===== src/core/dsa_map.vh =====
// register map, field positions, reset values and timing counts
`ifndef DSA_MAP_VH
`define DSA_MAP_VH
`define DSA_CLK_NS 20
`define DSA_SEC_NS 1000000000
`define DSA_SEC_CYC (`DSA_SEC_NS / `DSA_CLK_NS)
`define DSA_ALT_NS 500000000
`define DSA_ALT_CYC (`DSA_ALT_NS / `DSA_CLK_NS)
`define DSA_OFF_CTRL 8'h00
`define DSA_OFF_NUM_FIRST 8'h04
`define DSA_OFF_NUM_LAST 8'h24
`define DSA_OFF_STATUS 8'h28
`define DSA_OFF_MASK 8'h2c
`define DSA_OFF_STATE 8'h30
`define DSA_NUM_COUNT 9
`define DSA_NUM_STRIDE 4'h4
`define DSA_NUM_SP 4'h0
`define DSA_NUM_HYST 4'h1
`define DSA_NUM_DELAY 4'h2
`define DSA_NUM_SIL 4'h3
`define DSA_NUM_CODE 4'h8
`define DSA_CB_EN 4'h0
`define DSA_CB_HL 4'h1
`define DSA_CB_SENSE 4'h2
`define DSA_CB_STRIDE 4'h4
`define DSA_CB_ACC 4'h8
`define DSA_CTRL_RST 9'h000
`define DSA_NUM_RST 16'h0000
`define DSA_ST_DISP 3'h0
`define DSA_ST_PROMPT 3'h1
`define DSA_ST_SUB 3'h2
`define DSA_ST_OPT 3'h3
`define DSA_ST_NUM 3'h4
`define DSA_POS_COND 3'h0
`define DSA_POS_AL1 3'h1
`define DSA_POS_AL2 3'h2
`define DSA_POS_ACC 3'h3
`define DSA_POS_CODE 3'h4
`define DSA_POS_DIR 3'h5
`define DSA_POS_KEY 3'h6
`define DSA_AL_ITEMS 3'h7
`define DSA_ACC_ITEMS 3'h2
`endif


===== src/core/dsa_alarm.v =====
// dual setpoint alarm: apb registers, push-button menu, two channels
`timescale 1ns/1ps
`include "dsa_map.vh"
module dsa_alarm #(
    parameter SEC_CYC = `DSA_SEC_CYC,
    parameter ALT_CYC = `DSA_ALT_CYC
) (
    input wire pclk,
    input wire presetn,
    input wire ce,
    input wire psel,
    input wire penable,
    input wire pwrite,
    input wire [7:0] paddr,
    input wire [31:0] pwdata,
    output reg [31:0] prdata,
    output reg pready,
    output reg pslverr,
    input wire [15:0] display_bcd,
    input wire btn_sel,
    input wire btn_up,
    input wire btn_down,
    input wire btn_exit,
    output wire [1:0] alarm_switch_closed,
    output reg disp_show_alarm,
    output reg [1:0] disp_alarm_id,
    output reg [2:0] menu_state,
    output reg [2:0] menu_pos,
    output reg [2:0] menu_item,
    output reg [15:0] edit_value,
    output reg [1:0] edit_digit,
    output reg irq
);
    localparam [24:0] ALT_M1 = ALT_CYC[24:0] - 25'h0000001;

    function [13:0] bcd2bin;
        input [15:0] b;
        begin
            bcd2bin = b[15:12] * 14'd1000 + b[11:8] * 14'd100 + b[7:4] * 14'd10 + b[3:0];
        end
    endfunction

    reg [8:0] ctrl;
    reg [15:0] num [0:`DSA_NUM_COUNT-1];
    reg [1:0] status;
    reg [1:0] mask;
    reg [3:0] btn_prev;
    reg accept;
    reg [24:0] alt_cnt;
    reg alt_phase;
    integer i;

    wire [1:0] cond;
    wire [1:0] active;
    wire [1:0] silenced;
    wire [1:0] evt;

    // one generate body per channel keeps both channels identical
    genvar g;
    generate
        for (g = 0; g < 2; g = g + 1) begin : ch
            dsa_chan #(.SEC_CYC(SEC_CYC)) u_chan (
                .pclk(pclk),
                .presetn(presetn),
                .ce(ce),
                .en(ctrl[g*`DSA_CB_STRIDE+`DSA_CB_EN]),
                .high(ctrl[g*`DSA_CB_STRIDE+`DSA_CB_HL]),
                .sense(ctrl[g*`DSA_CB_STRIDE+`DSA_CB_SENSE]),
                .disp(bcd2bin(display_bcd)),
                .sp(bcd2bin(num[g*`DSA_NUM_STRIDE+`DSA_NUM_SP])),
                .hyst(bcd2bin(num[g*`DSA_NUM_STRIDE+`DSA_NUM_HYST])),
                .delay(bcd2bin(num[g*`DSA_NUM_STRIDE+`DSA_NUM_DELAY])),
                .silence_time(bcd2bin(num[g*`DSA_NUM_STRIDE+`DSA_NUM_SIL])),
                .accept(accept),
                .cond(cond[g]),
                .active(active[g]),
                .silenced(silenced[g]),
                .switch_closed(alarm_switch_closed[g]),
                .event_pulse(evt[g])
            );
        end
    endgenerate

    // button edges; chords are checked before single presses
    wire [3:0] btn = {btn_exit, btn_down, btn_up, btn_sel};
    wire [3:0] press = btn & ~btn_prev;
    wire any_press = |press;
    wire chord_prog = btn_sel & btn_exit & any_press;
    wire chord_dir = btn_sel & btn_up & any_press;
    wire p_sel = press[0] & ~chord_prog & ~chord_dir;
    wire p_up = press[1] & ~chord_dir;
    wire p_down = press[2];
    wire p_exit = press[3] & ~chord_prog;

    // field selected by menu position and item
    reg is_opt;
    reg [3:0] fld;
    reg [3:0] bit_i;
    reg [2:0] n_items;
    always @* begin
        is_opt = 1'b0;
        fld = 4'h0;
        bit_i = 4'h0;
        n_items = `DSA_AL_ITEMS;
        case (menu_pos)
            `DSA_POS_AL1, `DSA_POS_AL2: begin
                case (menu_item)
                    3'h0: begin is_opt = 1'b1; bit_i = `DSA_CB_EN; end
                    3'h1: fld = `DSA_NUM_SP;
                    3'h2: begin is_opt = 1'b1; bit_i = `DSA_CB_HL; end
                    3'h3: begin is_opt = 1'b1; bit_i = `DSA_CB_SENSE; end
                    3'h4: fld = `DSA_NUM_HYST;
                    3'h5: fld = `DSA_NUM_DELAY;
                    default: fld = `DSA_NUM_SIL;
                endcase
                if (menu_pos == `DSA_POS_AL2) begin
                    fld = fld + `DSA_NUM_STRIDE;
                    bit_i = bit_i + `DSA_CB_STRIDE;
                end
            end
            `DSA_POS_ACC: begin
                n_items = `DSA_ACC_ITEMS;
                is_opt = (menu_item == 3'h0);
                bit_i = `DSA_CB_ACC;
                fld = `DSA_NUM_CODE;
            end
            `DSA_POS_DIR: begin
                n_items = `DSA_ACC_ITEMS;
                fld = (menu_item == 3'h0) ? `DSA_NUM_SP : `DSA_NUM_STRIDE + `DSA_NUM_SP;
            end
            default: fld = `DSA_NUM_CODE;
        endcase
    end

    wire [3:0] cur_nib = edit_value[edit_digit*4 +: 4];
    wire [3:0] nib_up = (cur_nib >= 4'h9) ? 4'h0 : cur_nib + 4'h1;
    wire [3:0] nib_dn = (cur_nib == 4'h0) ? 4'h9 : cur_nib - 4'h1;
    wire [2:0] item_last = n_items - 3'h1;
    wire code_open = (num[`DSA_NUM_CODE] == `DSA_NUM_RST);
    reg menu_wr_num;
    reg menu_wr_opt;

    // button menu
    always @(posedge pclk or negedge presetn) begin
        if (!presetn) begin
            btn_prev <= 4'h0;
            accept <= 1'b0;
            menu_state <= `DSA_ST_DISP;
            menu_pos <= `DSA_POS_COND;
            menu_item <= 3'h0;
            edit_value <= 16'h0000;
            edit_digit <= 2'h3;
            menu_wr_num <= 1'b0;
            menu_wr_opt <= 1'b0;
        end else if (ce) begin
            btn_prev <= btn;
            accept <= 1'b0;
            menu_wr_num <= 1'b0;
            menu_wr_opt <= 1'b0;
            case (menu_state)
                `DSA_ST_DISP: begin
                    if (chord_prog) begin
                        menu_state <= `DSA_ST_PROMPT;
                        menu_pos <= `DSA_POS_COND;
                    end else if (chord_dir && ctrl[`DSA_CB_ACC]) begin
                        // code 0000 opens the setpoints without asking
                        menu_item <= 3'h0;
                        edit_value <= 16'h0000;
                        edit_digit <= 2'h3;
                        menu_pos <= code_open ? `DSA_POS_DIR : `DSA_POS_KEY;
                        menu_state <= code_open ? `DSA_ST_SUB : `DSA_ST_NUM;
                    end else if (p_sel) begin
                        accept <= 1'b1;
                    end
                end
                `DSA_ST_PROMPT: begin
                    // alarm entries sit between cond and code
                    if (p_up) begin
                        menu_pos <= (menu_pos == `DSA_POS_CODE) ? `DSA_POS_COND
                                                                : menu_pos + 3'h1;
                    end else if (p_down) begin
                        menu_pos <= (menu_pos == `DSA_POS_COND) ? `DSA_POS_CODE
                                                                : menu_pos - 3'h1;
                    end else if (p_sel && menu_pos != `DSA_POS_COND
                                 && menu_pos != `DSA_POS_CODE) begin
                        menu_state <= `DSA_ST_SUB;
                        menu_item <= 3'h0;
                    end else if (p_exit) begin
                        menu_state <= `DSA_ST_DISP;
                    end
                end
                `DSA_ST_SUB: begin
                    if (p_up) begin
                        menu_item <= (menu_item >= item_last) ? 3'h0 : menu_item + 3'h1;
                    end else if (p_down) begin
                        menu_item <= (menu_item == 3'h0) ? item_last : menu_item - 3'h1;
                    end else if (p_sel) begin
                        // select reveals the stored value
                        edit_value <= is_opt ? {15'h0000, ctrl[bit_i]} : num[fld];
                        edit_digit <= 2'h3;
                        menu_state <= is_opt ? `DSA_ST_OPT : `DSA_ST_NUM;
                    end else if (p_exit) begin
                        menu_state <= (menu_pos == `DSA_POS_DIR) ? `DSA_ST_DISP
                                                                 : `DSA_ST_PROMPT;
                    end
                end
                `DSA_ST_OPT: begin
                    if (p_up || p_down) begin
                        edit_value <= {15'h0000, ~edit_value[0]};
                    end else if (p_exit) begin
                        menu_wr_opt <= 1'b1;
                        menu_state <= `DSA_ST_SUB;
                    end
                end
                `DSA_ST_NUM: begin
                    if (p_up) begin
                        edit_value[edit_digit*4 +: 4] <= nib_up;
                    end else if (p_down) begin
                        edit_value[edit_digit*4 +: 4] <= nib_dn;
                    end else if (p_sel) begin
                        edit_digit <= edit_digit - 2'h1;
                    end else if (p_exit) begin
                        if (menu_pos == `DSA_POS_KEY) begin
                            // wrong code drops back to the display
                            menu_state <= (edit_value == num[`DSA_NUM_CODE]) ? `DSA_ST_SUB
                                                                            : `DSA_ST_DISP;
                            menu_pos <= `DSA_POS_DIR;
                            menu_item <= 3'h0;
                        end else begin
                            menu_wr_num <= 1'b1;
                            menu_state <= `DSA_ST_SUB;
                        end
                    end
                end
                default: menu_state <= `DSA_ST_DISP;
            endcase
        end
    end

    // write-back latches the target one cycle late; fld and bit_i hold meanwhile
    wire apb_wr = psel & penable & pready & pwrite;
    wire num_hit = (paddr >= `DSA_OFF_NUM_FIRST) && (paddr <= `DSA_OFF_NUM_LAST)
                   && (paddr[1:0] == 2'h0);
    wire [7:0] num_off = paddr - `DSA_OFF_NUM_FIRST;
    wire [3:0] num_idx = num_off[5:2];
    wire [1:0] next_status = (status & ~((apb_wr && paddr == `DSA_OFF_STATUS) ? pwdata[1:0]
                                                                              : 2'h0)) | evt;

    always @(posedge pclk or negedge presetn) begin
        if (!presetn) begin
            ctrl <= `DSA_CTRL_RST;
            for (i = 0; i < `DSA_NUM_COUNT; i = i + 1) begin
                num[i] <= `DSA_NUM_RST;
            end
            status <= 2'h0;
            mask <= 2'h0;
            irq <= 1'b0;
        end else if (ce) begin
            if (menu_wr_opt) begin
                ctrl[bit_i] <= edit_value[0];
            end
            if (menu_wr_num) begin
                num[fld] <= edit_value;
            end
            // bus write lands after the menu, so it wins a same-cycle clash
            if (apb_wr && paddr == `DSA_OFF_CTRL) begin
                ctrl <= pwdata[8:0];
            end
            if (apb_wr && num_hit) begin
                num[num_idx] <= pwdata[15:0];
            end
            if (apb_wr && paddr == `DSA_OFF_MASK) begin
                mask <= pwdata[1:0];
            end
            status <= next_status; // event set beats the clear
            irq <= |(next_status & mask);
        end
    end

    // apb slave, zero wait states
    always @(posedge pclk or negedge presetn) begin
        if (!presetn) begin
            pready <= 1'b0;
            pslverr <= 1'b0;
            prdata <= 32'h00000000;
        end else if (ce) begin
            pready <= psel & ~penable;
            pslverr <= 1'b0;
            if (psel && !penable) begin
                prdata <= 32'h00000000;
                if (num_hit) begin
                    prdata <= {16'h0000, num[num_idx]};
                end else begin
                    case (paddr)
                        `DSA_OFF_CTRL: prdata <= {23'h000000, ctrl};
                        `DSA_OFF_STATUS: prdata <= {30'h00000000, status};
                        `DSA_OFF_MASK: prdata <= {30'h00000000, mask};
                        `DSA_OFF_STATE: prdata <= {26'h0000000, silenced, active, cond};
                        default: pslverr <= 1'b1;
                    endcase
                end
            end
        end
    end

    // alternating display; a disabled channel is never active
    always @(posedge pclk or negedge presetn) begin
        if (!presetn) begin
            alt_cnt <= 25'h0000000;
            alt_phase <= 1'b0;
            disp_show_alarm <= 1'b0;
            disp_alarm_id <= 2'h0;
        end else if (ce) begin
            if (active == 2'h0) begin
                alt_cnt <= 25'h0000000;
                alt_phase <= 1'b0;
            end else if (alt_cnt == ALT_M1) begin
                alt_cnt <= 25'h0000000;
                alt_phase <= ~alt_phase;
            end else begin
                alt_cnt <= alt_cnt + 25'h0000001;
            end
            disp_show_alarm <= alt_phase & (active != 2'h0);
            disp_alarm_id <= active;
        end
    end
endmodule // dsa_alarm


===== src/core/dsa_chan.v =====
// one setpoint alarm channel: hysteresis compare, delay and silence timing
`timescale 1ns/1ps
`include "dsa_map.vh"
module dsa_chan #(
    parameter SEC_CYC = `DSA_SEC_CYC
) (
    input wire pclk,
    input wire presetn,
    input wire ce,
    input wire en,
    input wire high,
    input wire sense,
    input wire [13:0] disp,
    input wire [13:0] sp,
    input wire [13:0] hyst,
    input wire [13:0] delay,
    input wire [13:0] silence_time,
    input wire accept,
    output reg cond,
    output reg active,
    output reg silenced,
    output reg switch_closed,
    output reg event_pulse
);
    localparam [25:0] SEC_M1 = SEC_CYC[25:0] - 26'h0000001;
    reg [25:0] pres;
    reg [13:0] secs;
    wire [14:0] d_plus_h = {1'b0, disp} + {1'b0, hyst};
    wire [14:0] s_plus_h = {1'b0, sp} + {1'b0, hyst};
    wire set_c = high ? (disp >= sp) : (disp <= sp);
    wire clr_c = high ? (d_plus_h < {1'b0, sp}) : ({1'b0, disp} > s_plus_h);
    wire sec_tick = (pres == SEC_M1);
    wire [25:0] next_pres = sec_tick ? 26'h0000000 : pres + 26'h0000001;
    wire [13:0] next_secs = sec_tick ? secs + 14'h0001 : secs;

    always @(posedge pclk or negedge presetn) begin
        if (!presetn) begin
            cond <= 1'b0;
            active <= 1'b0;
            silenced <= 1'b0;
            switch_closed <= 1'b1;
            event_pulse <= 1'b0;
            pres <= 26'h0000000;
            secs <= 14'h0000;
        end else if (ce) begin
            event_pulse <= 1'b0;
            // sense only flips the polarity of the switch
            switch_closed <= ~(sense ^ (active & ~silenced));
            if (!en) begin
                // parameters live in the parent, so nothing is lost here
                cond <= 1'b0;
                active <= 1'b0;
                silenced <= 1'b0;
                pres <= 26'h0000000;
                secs <= 14'h0000;
            end else if (!cond) begin
                cond <= set_c;
                pres <= 26'h0000000;
                secs <= 14'h0000;
            end else if (clr_c) begin
                cond <= 1'b0;
                active <= 1'b0;
                silenced <= 1'b0;
                pres <= 26'h0000000;
                secs <= 14'h0000;
            end else if (!active) begin
                // delay counts from the compare, zero means at once
                if (secs >= delay) begin
                    active <= 1'b1;
                    event_pulse <= 1'b1;
                    pres <= 26'h0000000;
                    secs <= 14'h0000;
                end else begin
                    pres <= next_pres;
                    secs <= next_secs;
                end
            end else if (silenced) begin
                if (secs >= silence_time) begin
                    silenced <= 1'b0;
                    pres <= 26'h0000000;
                    secs <= 14'h0000;
                end else begin
                    pres <= next_pres;
                    secs <= next_secs;
                end
            end else if (accept && silence_time != 14'h0000) begin
                // output drops, indication stays via active
                silenced <= 1'b1;
                pres <= 26'h0000000;
                secs <= 14'h0000;
            end
        end
    end
endmodule // dsa_chan


===== config.mk =====
export PLATFORM = sky130hd
export DESIGN_NAME = dsa_alarm
export DESIGN_NICKNAME = d
export VERILOG_FILES = /design/src/core/dsa_alarm.v /design/src/core/dsa_chan.v
export VERILOG_INCLUDE_DIRS = /design/src /design/src/core
export SDC_FILE = /design/constraint.sdc
export NUM_CORES = 2
export LEC_CHECK = 0
export BUFFER_PORTS_ARGS = -buffer_cell sky130_fd_sc_hd__buf_2
export CAP_MARGIN = 10
export CORE_MARGIN = 2
export CORE_UTILIZATION = 37
export DETAILED_ROUTE_END_ITERATION = 16
export PLACE_DENSITY = 0.66
export RECOVER_POWER = 50
export SKIP_CTS_REPAIR_TIMING = 1
export SLEW_MARGIN = 20
export SYNTH_ARGS = -nofsm -noshare
export SYNTH_HDL_FRONTEND = slang
export SYNTH_SLANG_ARGS = --single-unit

===== constraint.sdc =====
create_clock -name pclk -period 6.8 [get_ports pclk]
set_input_delay 1.36 -clock pclk [delete_from_list [all_inputs] [get_ports pclk]]
set_output_delay 1.36 -clock pclk [all_outputs]
set_load 0.01 [all_outputs]

After elaboration in Yosys (flattened, before gate mapping):

Index checks and enable logic that the tools add are counted.

* output and inout bits: 67
* flip-flop bits (word level): 345
* logic and storage cells: 495
* input port bits: 66

* reduce and logical (&&, ||, !) cells: 57
* $mul: 27
* add/sub/neg operators: 48
* muxes and demuxes: 208
* equality and inequality tests: 52
* magnitude comparators: 22
* bitwise logic cells: 34
* shift-type cells: 4

Operator list (number)
* 2-to-1 mux 26 bit: 18
* 2-to-1 mux 144 bit: 3
* bitwise mux 144 bit: 2
* 2-to-1 mux 16 bit: 16
* 2-to-1 mux 14 bit: 18
* 2-to-1 mux 3 bit: 45
* binary-select mux 16 bit (select 4 bit): 2
* demux 16 bit (select 4 bit): 2
* adder 14 x 11 -> 14 bit: 9
* adder 14 x 4 -> 14 bit: 9
* adder 14 x 8 -> 14 bit: 9
* multiplier 4 x 7 -> 11 bit (second input constant): 9
* >= comparator 14 bit: 6
* multiplier 4 x 5 -> 9 bit (second input constant): 9
* variable part select 4 x 34 -> 16 bit: 2
* 2-to-1 mux 1 bit: 64
* one-hot mux 16 bit (4 select lines): 1
* multiplier 4 x 3 -> 7 bit (second input constant): 9
* adder 14 x 14 -> 15 bit: 4
* adder 26 x 1 -> 26 bit (second input constant): 2
* equality test 26 bit (second input constant): 2
* 2-to-1 mux 25 bit: 2
* one-hot mux 9 bit (4 select lines): 1
* != test 2 bit (second input constant): 17
* 77 further kinds: 191

Depth between registers and ports, before layout:

* depth after elaboration: 17
* gate-level depth with buffers: 34
* mapped depth without buffers: 32

Modules after synthesis:

From an unflattened synthesis, not the netlist that was laid out.

* cell total of the unflattened synthesis: 4728
* area total of the unflattened synthesis: 40965.5 sq um

Modules (own cells, without submodules)
* dsa_alarm: area an instance 29961.2 sq um, times used 1, cells an instance 3374, seq. area each 5983.2 sq um
* dsa_chan (ch[0].u_chan): area an instance 5554.1 sq um, times used 1, cells an instance 679, seq. area each 1127.3 sq um
* dsa_chan (ch[1].u_chan): area an instance 5450.2 sq um, times used 1, cells an instance 675, seq. area each 1127.3 sq um

Worst setup path after synthesis:

OpenSTA, ideal clock, no wires.

* path type: input port to flip-flop
* from: input port display_bcd[13]
* to: register ch[0].u_chan.secs[10]
* path buffers: 2
* data required time: 6.710 ns
* setup time: 0.090 ns
* setup slack: -1.243 ns
* arrival: 7.953 ns
* cell stages on the path: 29
* path through: ha_1 fa_1 fa_1 inv_1 fa_1 inv_1 ha_1 ha_1 a21oi_1 o21bai_1 a21oi_1 xnor2_1 ha_1 or3_1 a211o_1 a31o_2 a21o_1 xor2_1 ha_1 a2111oi_0 o21a_1 o31ai_1 o221a_2 nand2_1 o41ai_4 or2_1 buf_6 buf_6 o31ai_4

* longest elaborated chain between the ends: 10
* elaborated cells on any way between the ends: 13
* classes of those cells: add/sub (4); mul (1); order compare (2); eq/ne (1); mux (4); reduce/logical (1)

RTL lines
* from (decl): RTL line dsa_alarm.v:19 `input wire [15:0] display_bcd,`
* multiplier 4 x 7 -> 11 bit (*): RTL line dsa_alarm.v:39 `bcd2bin = b[15:12] * 14'd1000 + b[11:8] * 14'd100 + b[7:4] * 14'd10 + b[3:0];`
* adder 14 x 11 -> 14 bit (*): RTL line dsa_alarm.v:39
* adder 14 x 8 -> 14 bit (*): RTL line dsa_alarm.v:39
* adder 14 x 4 -> 14 bit (*): RTL line dsa_alarm.v:39
* adder 14 x 14 -> 15 bit: RTL line dsa_chan.v:28 `wire [14:0] d_plus_h = {1'b0, disp} + {1'b0, hyst};`
* < comparator 15 x 14 -> 1 bit: RTL line dsa_chan.v:31 `wire clr_c = high ? (d_plus_h < {1'b0, sp}) : ({1'b0, disp} > s_plus_h);`
* 2-to-1 mux 1 bit (*): RTL line dsa_chan.v:31
* 2-to-1 mux 14 bit: RTL line dsa_chan.v:60 `end else if (clr_c) begin`
* 2-to-1 mux 14 bit: RTL line dsa_chan.v:56 `end else if (!cond) begin`
* 2-to-1 mux 14 bit: RTL line dsa_chan.v:49 `if (!en) begin`
* to (signal assigned): RTL line dsa_chan.v:75 `secs <= next_secs;`
* to (signal assigned): RTL line dsa_chan.v:84 `secs <= next_secs;`
* to (decl): RTL line dsa_chan.v:27 `reg [13:0] secs;`

Every way passes the cells marked *; elsewhere a longest branch is shown, timed or not.
A chain may end at the register's enable or synchronous reset.

Worst setup path after layout:

* from: input port display_bcd[14]
* to: register ch[0].u_chan.secs[4]

The elaborated chain is that of the path after synthesis.

==> impl_metrics.yaml <==
yosys:
  synth.distinct_cells: 97
  synthCells: 4479
  async_flop_share_pct: 100.0
  avgSynthCellArea_sq_um: 8.701
  synth_edf_count: 0
  yosysWarnings: 0
  ys_ff_latch: 329
  syn_area_sq_um: 38970
  synthFlopType: "dfrtp_1"
  ys_seq_area_share_pct: 21.14
floorplanning:
  core-area_sq_um: 104800
  fp.dieH_um: 328.5
  std_cell_rows: 119
  start_util_pct: 37.18
  die_area_sq_um: 107900
  pin_count: 133
  die_x_um: 328.5
global_routing:
  grt_start_max_net_pins: 133
  grtUsageMet2_pct: 35.22
  grtUsageMet1_pct: 31.65
  busiest_layer: "met2"
  grt-ovfl-total: 0
  grt.total_usage_pct: 22.99
  antenna_found_initial: 9
  met3_usage_pct: 4.312
  grt_pass1_wl_mm: 196.5
  grt_pass1_vias: 34226
sta:
  setup_violations: 81
  relSlewSlack_pct: -255.5
  worst_pin_slew_ns: 5.332
  timing.final.crit_share_pct: 107.9
  finalSetupTns_ns: -31.65
  rsz0062_at_grt: "true"
  finClkSkew_ns: 0.03365
  finalHoldViolations: 0
  fmax_mhz: 136.3
  min_period_ns: 7.337
  setup_ws_ns: -0.5374
  finalMaxSlewViolations: 175
status:
  outcome: "complete, but fails checks"
  violations: "max-capacitance violations, max-slew violations, negative setup slack"
cts:
  clk_pin_slew_ns: 0.06
  htree_num_levels: 2
  tritoncts: "done"
  numCtsBuffers: 41
  clock_latency_ns: 0.60
  clock_sinks: 329
  root_buffer: "clkbuf_16"
  clk_path_buf_depth: 3
flow_run:
  maxCapViolations: 3
routing:
  via_per_inst: 5.675
  drtPass1Iterations: 8
  drt_iter0_markers: 3586
  drc_errors: 0
  num_vias: 36043
  ant_nets: 0
  routed_wl_mm: 129.3
  avgRoutedWirePerCell_um: 20.36
final_layout:
  fin_cells: 6351
  mostFrequentLayoutCell: "ha_1"
  final_area_sq_um: 47850
  fin_nets: 5824
  drive_gt1_share_pct: 21.24
  mostFrequentLayoutCells: "617 x ha_1, 444 x buf_4, 433 x inv_1, 357 x a21oi_1, 345 x nor2_1"
  syn_to_final_growth_pct: 22.79
worst_setup_path:
  critPathKind: "in2reg"
  critPathMaxFanout: 6
  arrival_ns: 7.82
  cp_slowest_cell: "fa_1"
  critical_path_required_ns: 7.28
  endpoint_kind: "flip-flop"
  worstSetupStartpointType: "input port"
  cpPeakStageDelay_ns: 0.57
placed_design:
  place_congestion: 1.024
  dpl.hpwl_mm: 97.26
  io_buffers: 100
  placed_cells: 6212
  postPlaceCellArea_sq_um: 44040
hold_path:
  hp-class: "reg2reg"
[registers in the layout, indices dropped and copies added (netlist names), 3 cells and up]
| name | count |
|---|---|
| menu_pos | 3 |
| btn_prev | 4 |
| menu_item | 3 |
| ctrl | 9 |
| ch.u_chan.secs | 28 |
| alt_cnt | 25 |
| ch.u_chan.pres | 52 |
| prdata | 16 |
| num | 144 |
| menu_state | 3 |
| edit_value | 16 |
[metrics by stage]
step / setup WS [ns] / utilization (%) / hold WS (ns)
floorplan: -0.5481 / - / 0.4377
global placement: -1.251 / 42.02 / 0.4556
detailed placement: -1.371 / 42.02 / 0.4620
CTS: -0.8149 / 43.40 / 0.4755
global route: -0.7908 / 45.64 / 0.5150
finish: -0.5374 / 45.65 / 0.4848
[layer usage]
layer	share of wire, %	vias to the layer above
li1	-	16920
met1	42	17440
met2	44	1348
met3	8.6	327
met4	4.9	8
met5	0.036	-
[cell type report]
| class | count | area [sq um] |
|---|---|---|
| fillers | 10075 | 56970 |
| multi-input cells | 3516 | 30200 |
| flip-flops and latches | 329 | 8247 |
| repair buffers | 589 | 4537 |
| well taps | 1391 | 1740 |
| inverters | 444 | 1667 |
| clock buffers | 54 | 1166 |
| clock inverters | 22 | 284.0 |
| diodes | 6 | 15.01 |
[worst paths after layout]
path / start / end / slack [ns] / depth (start not counted)
setup / recovery: display_bcd[14] / ch[0].u_chan.secs[4] / -0.54 / 33
setup reg to reg: num[142] / ch[0].u_chan.secs[4] / -0.53 / 33
min in group asynchronous: presetn / ch[1].u_chan.pres[8] / 2.67 / 1
max in group asynchronous: presetn / edit_value[0] / 0.49 / 2
hold reg to reg: ch[1].u_chan.pres[6] / ch[1].u_chan.pres[6] / 0.48 / 1
hold / removal: ch[1].u_chan.pres[6] / ch[1].u_chan.pres[6] / 0.48 / 1
[synthesized netlist by cell type, types with 8 or more instances]
cell       instances  share of area [%]
a2111oi_0          8               0.18
a211o_1           12               0.27
a211oi_1          22               0.42
a21o_1            72                1.4
a21oi_1          411                5.3
a22o_1            14               0.31
a22oi_1            8               0.15
a31oi_1           44               0.71
a32oi_1           13               0.29
and2_1            21               0.34
and3_1            51               0.82
and4_1            10               0.22
buf_1             28               0.27
buf_2             37               0.48
buf_4             22               0.42
clkbuf_1         114                1.1
dfrtp_1          325                 21
fa_1             157                8.1
ha_1             680                 22
inv_1            444                4.3
mux2_2            15               0.43
mux2i_1           28               0.72
mux4_2            36                2.1
nand2_1          218                2.1
nand2b_1          50               0.80
nand3_1          116                1.5
nand4_1           42               0.67
nor2_1           358                3.4
nor2b_1           37               0.59
nor3_1            57               0.73
nor4_1            22               0.35
o211ai_1          10               0.19
o21a_1            28               0.54
o21ai_0          238                3.1
o21bai_1          47               0.91
o22ai_1          222                3.6
o31ai_1           33               0.64
o32ai_1           13               0.29
or2_2             15               0.24
or3_1             13               0.21
xnor2_1          186                4.2
xor2_1            68                1.5
[critical path, delay by kind of cell]
family / cells / cell delay, ns
and+or+nand+nor: 2 / 0.39
adders and majority gates: 8 / 2.83
xor gates and xnor gates: 3 / 0.44
AOI/OAI and AO/OA: 11 / 1.81
buffers and inverters: 9 / 0.99
[kinds of logic (layout without fill, tap and decap cells)]
group           after synthesis  in the layout  share of synthesized area [%]
simple gates               1048           1048                          12.92
flops                       329            329                          21.14
other cells                   1             22                       0.009623
xor+xnor                    255            255                          5.769
buf+inv                     649           1109                          6.643
mux                          79             79                          3.233
compound gates             1281           1281                          20.39
fa+ha+maj                   837            837                          29.90
Power is not shown: default switching activity piles up to over one toggle a cycle in this logic, so the estimate is an artifact.
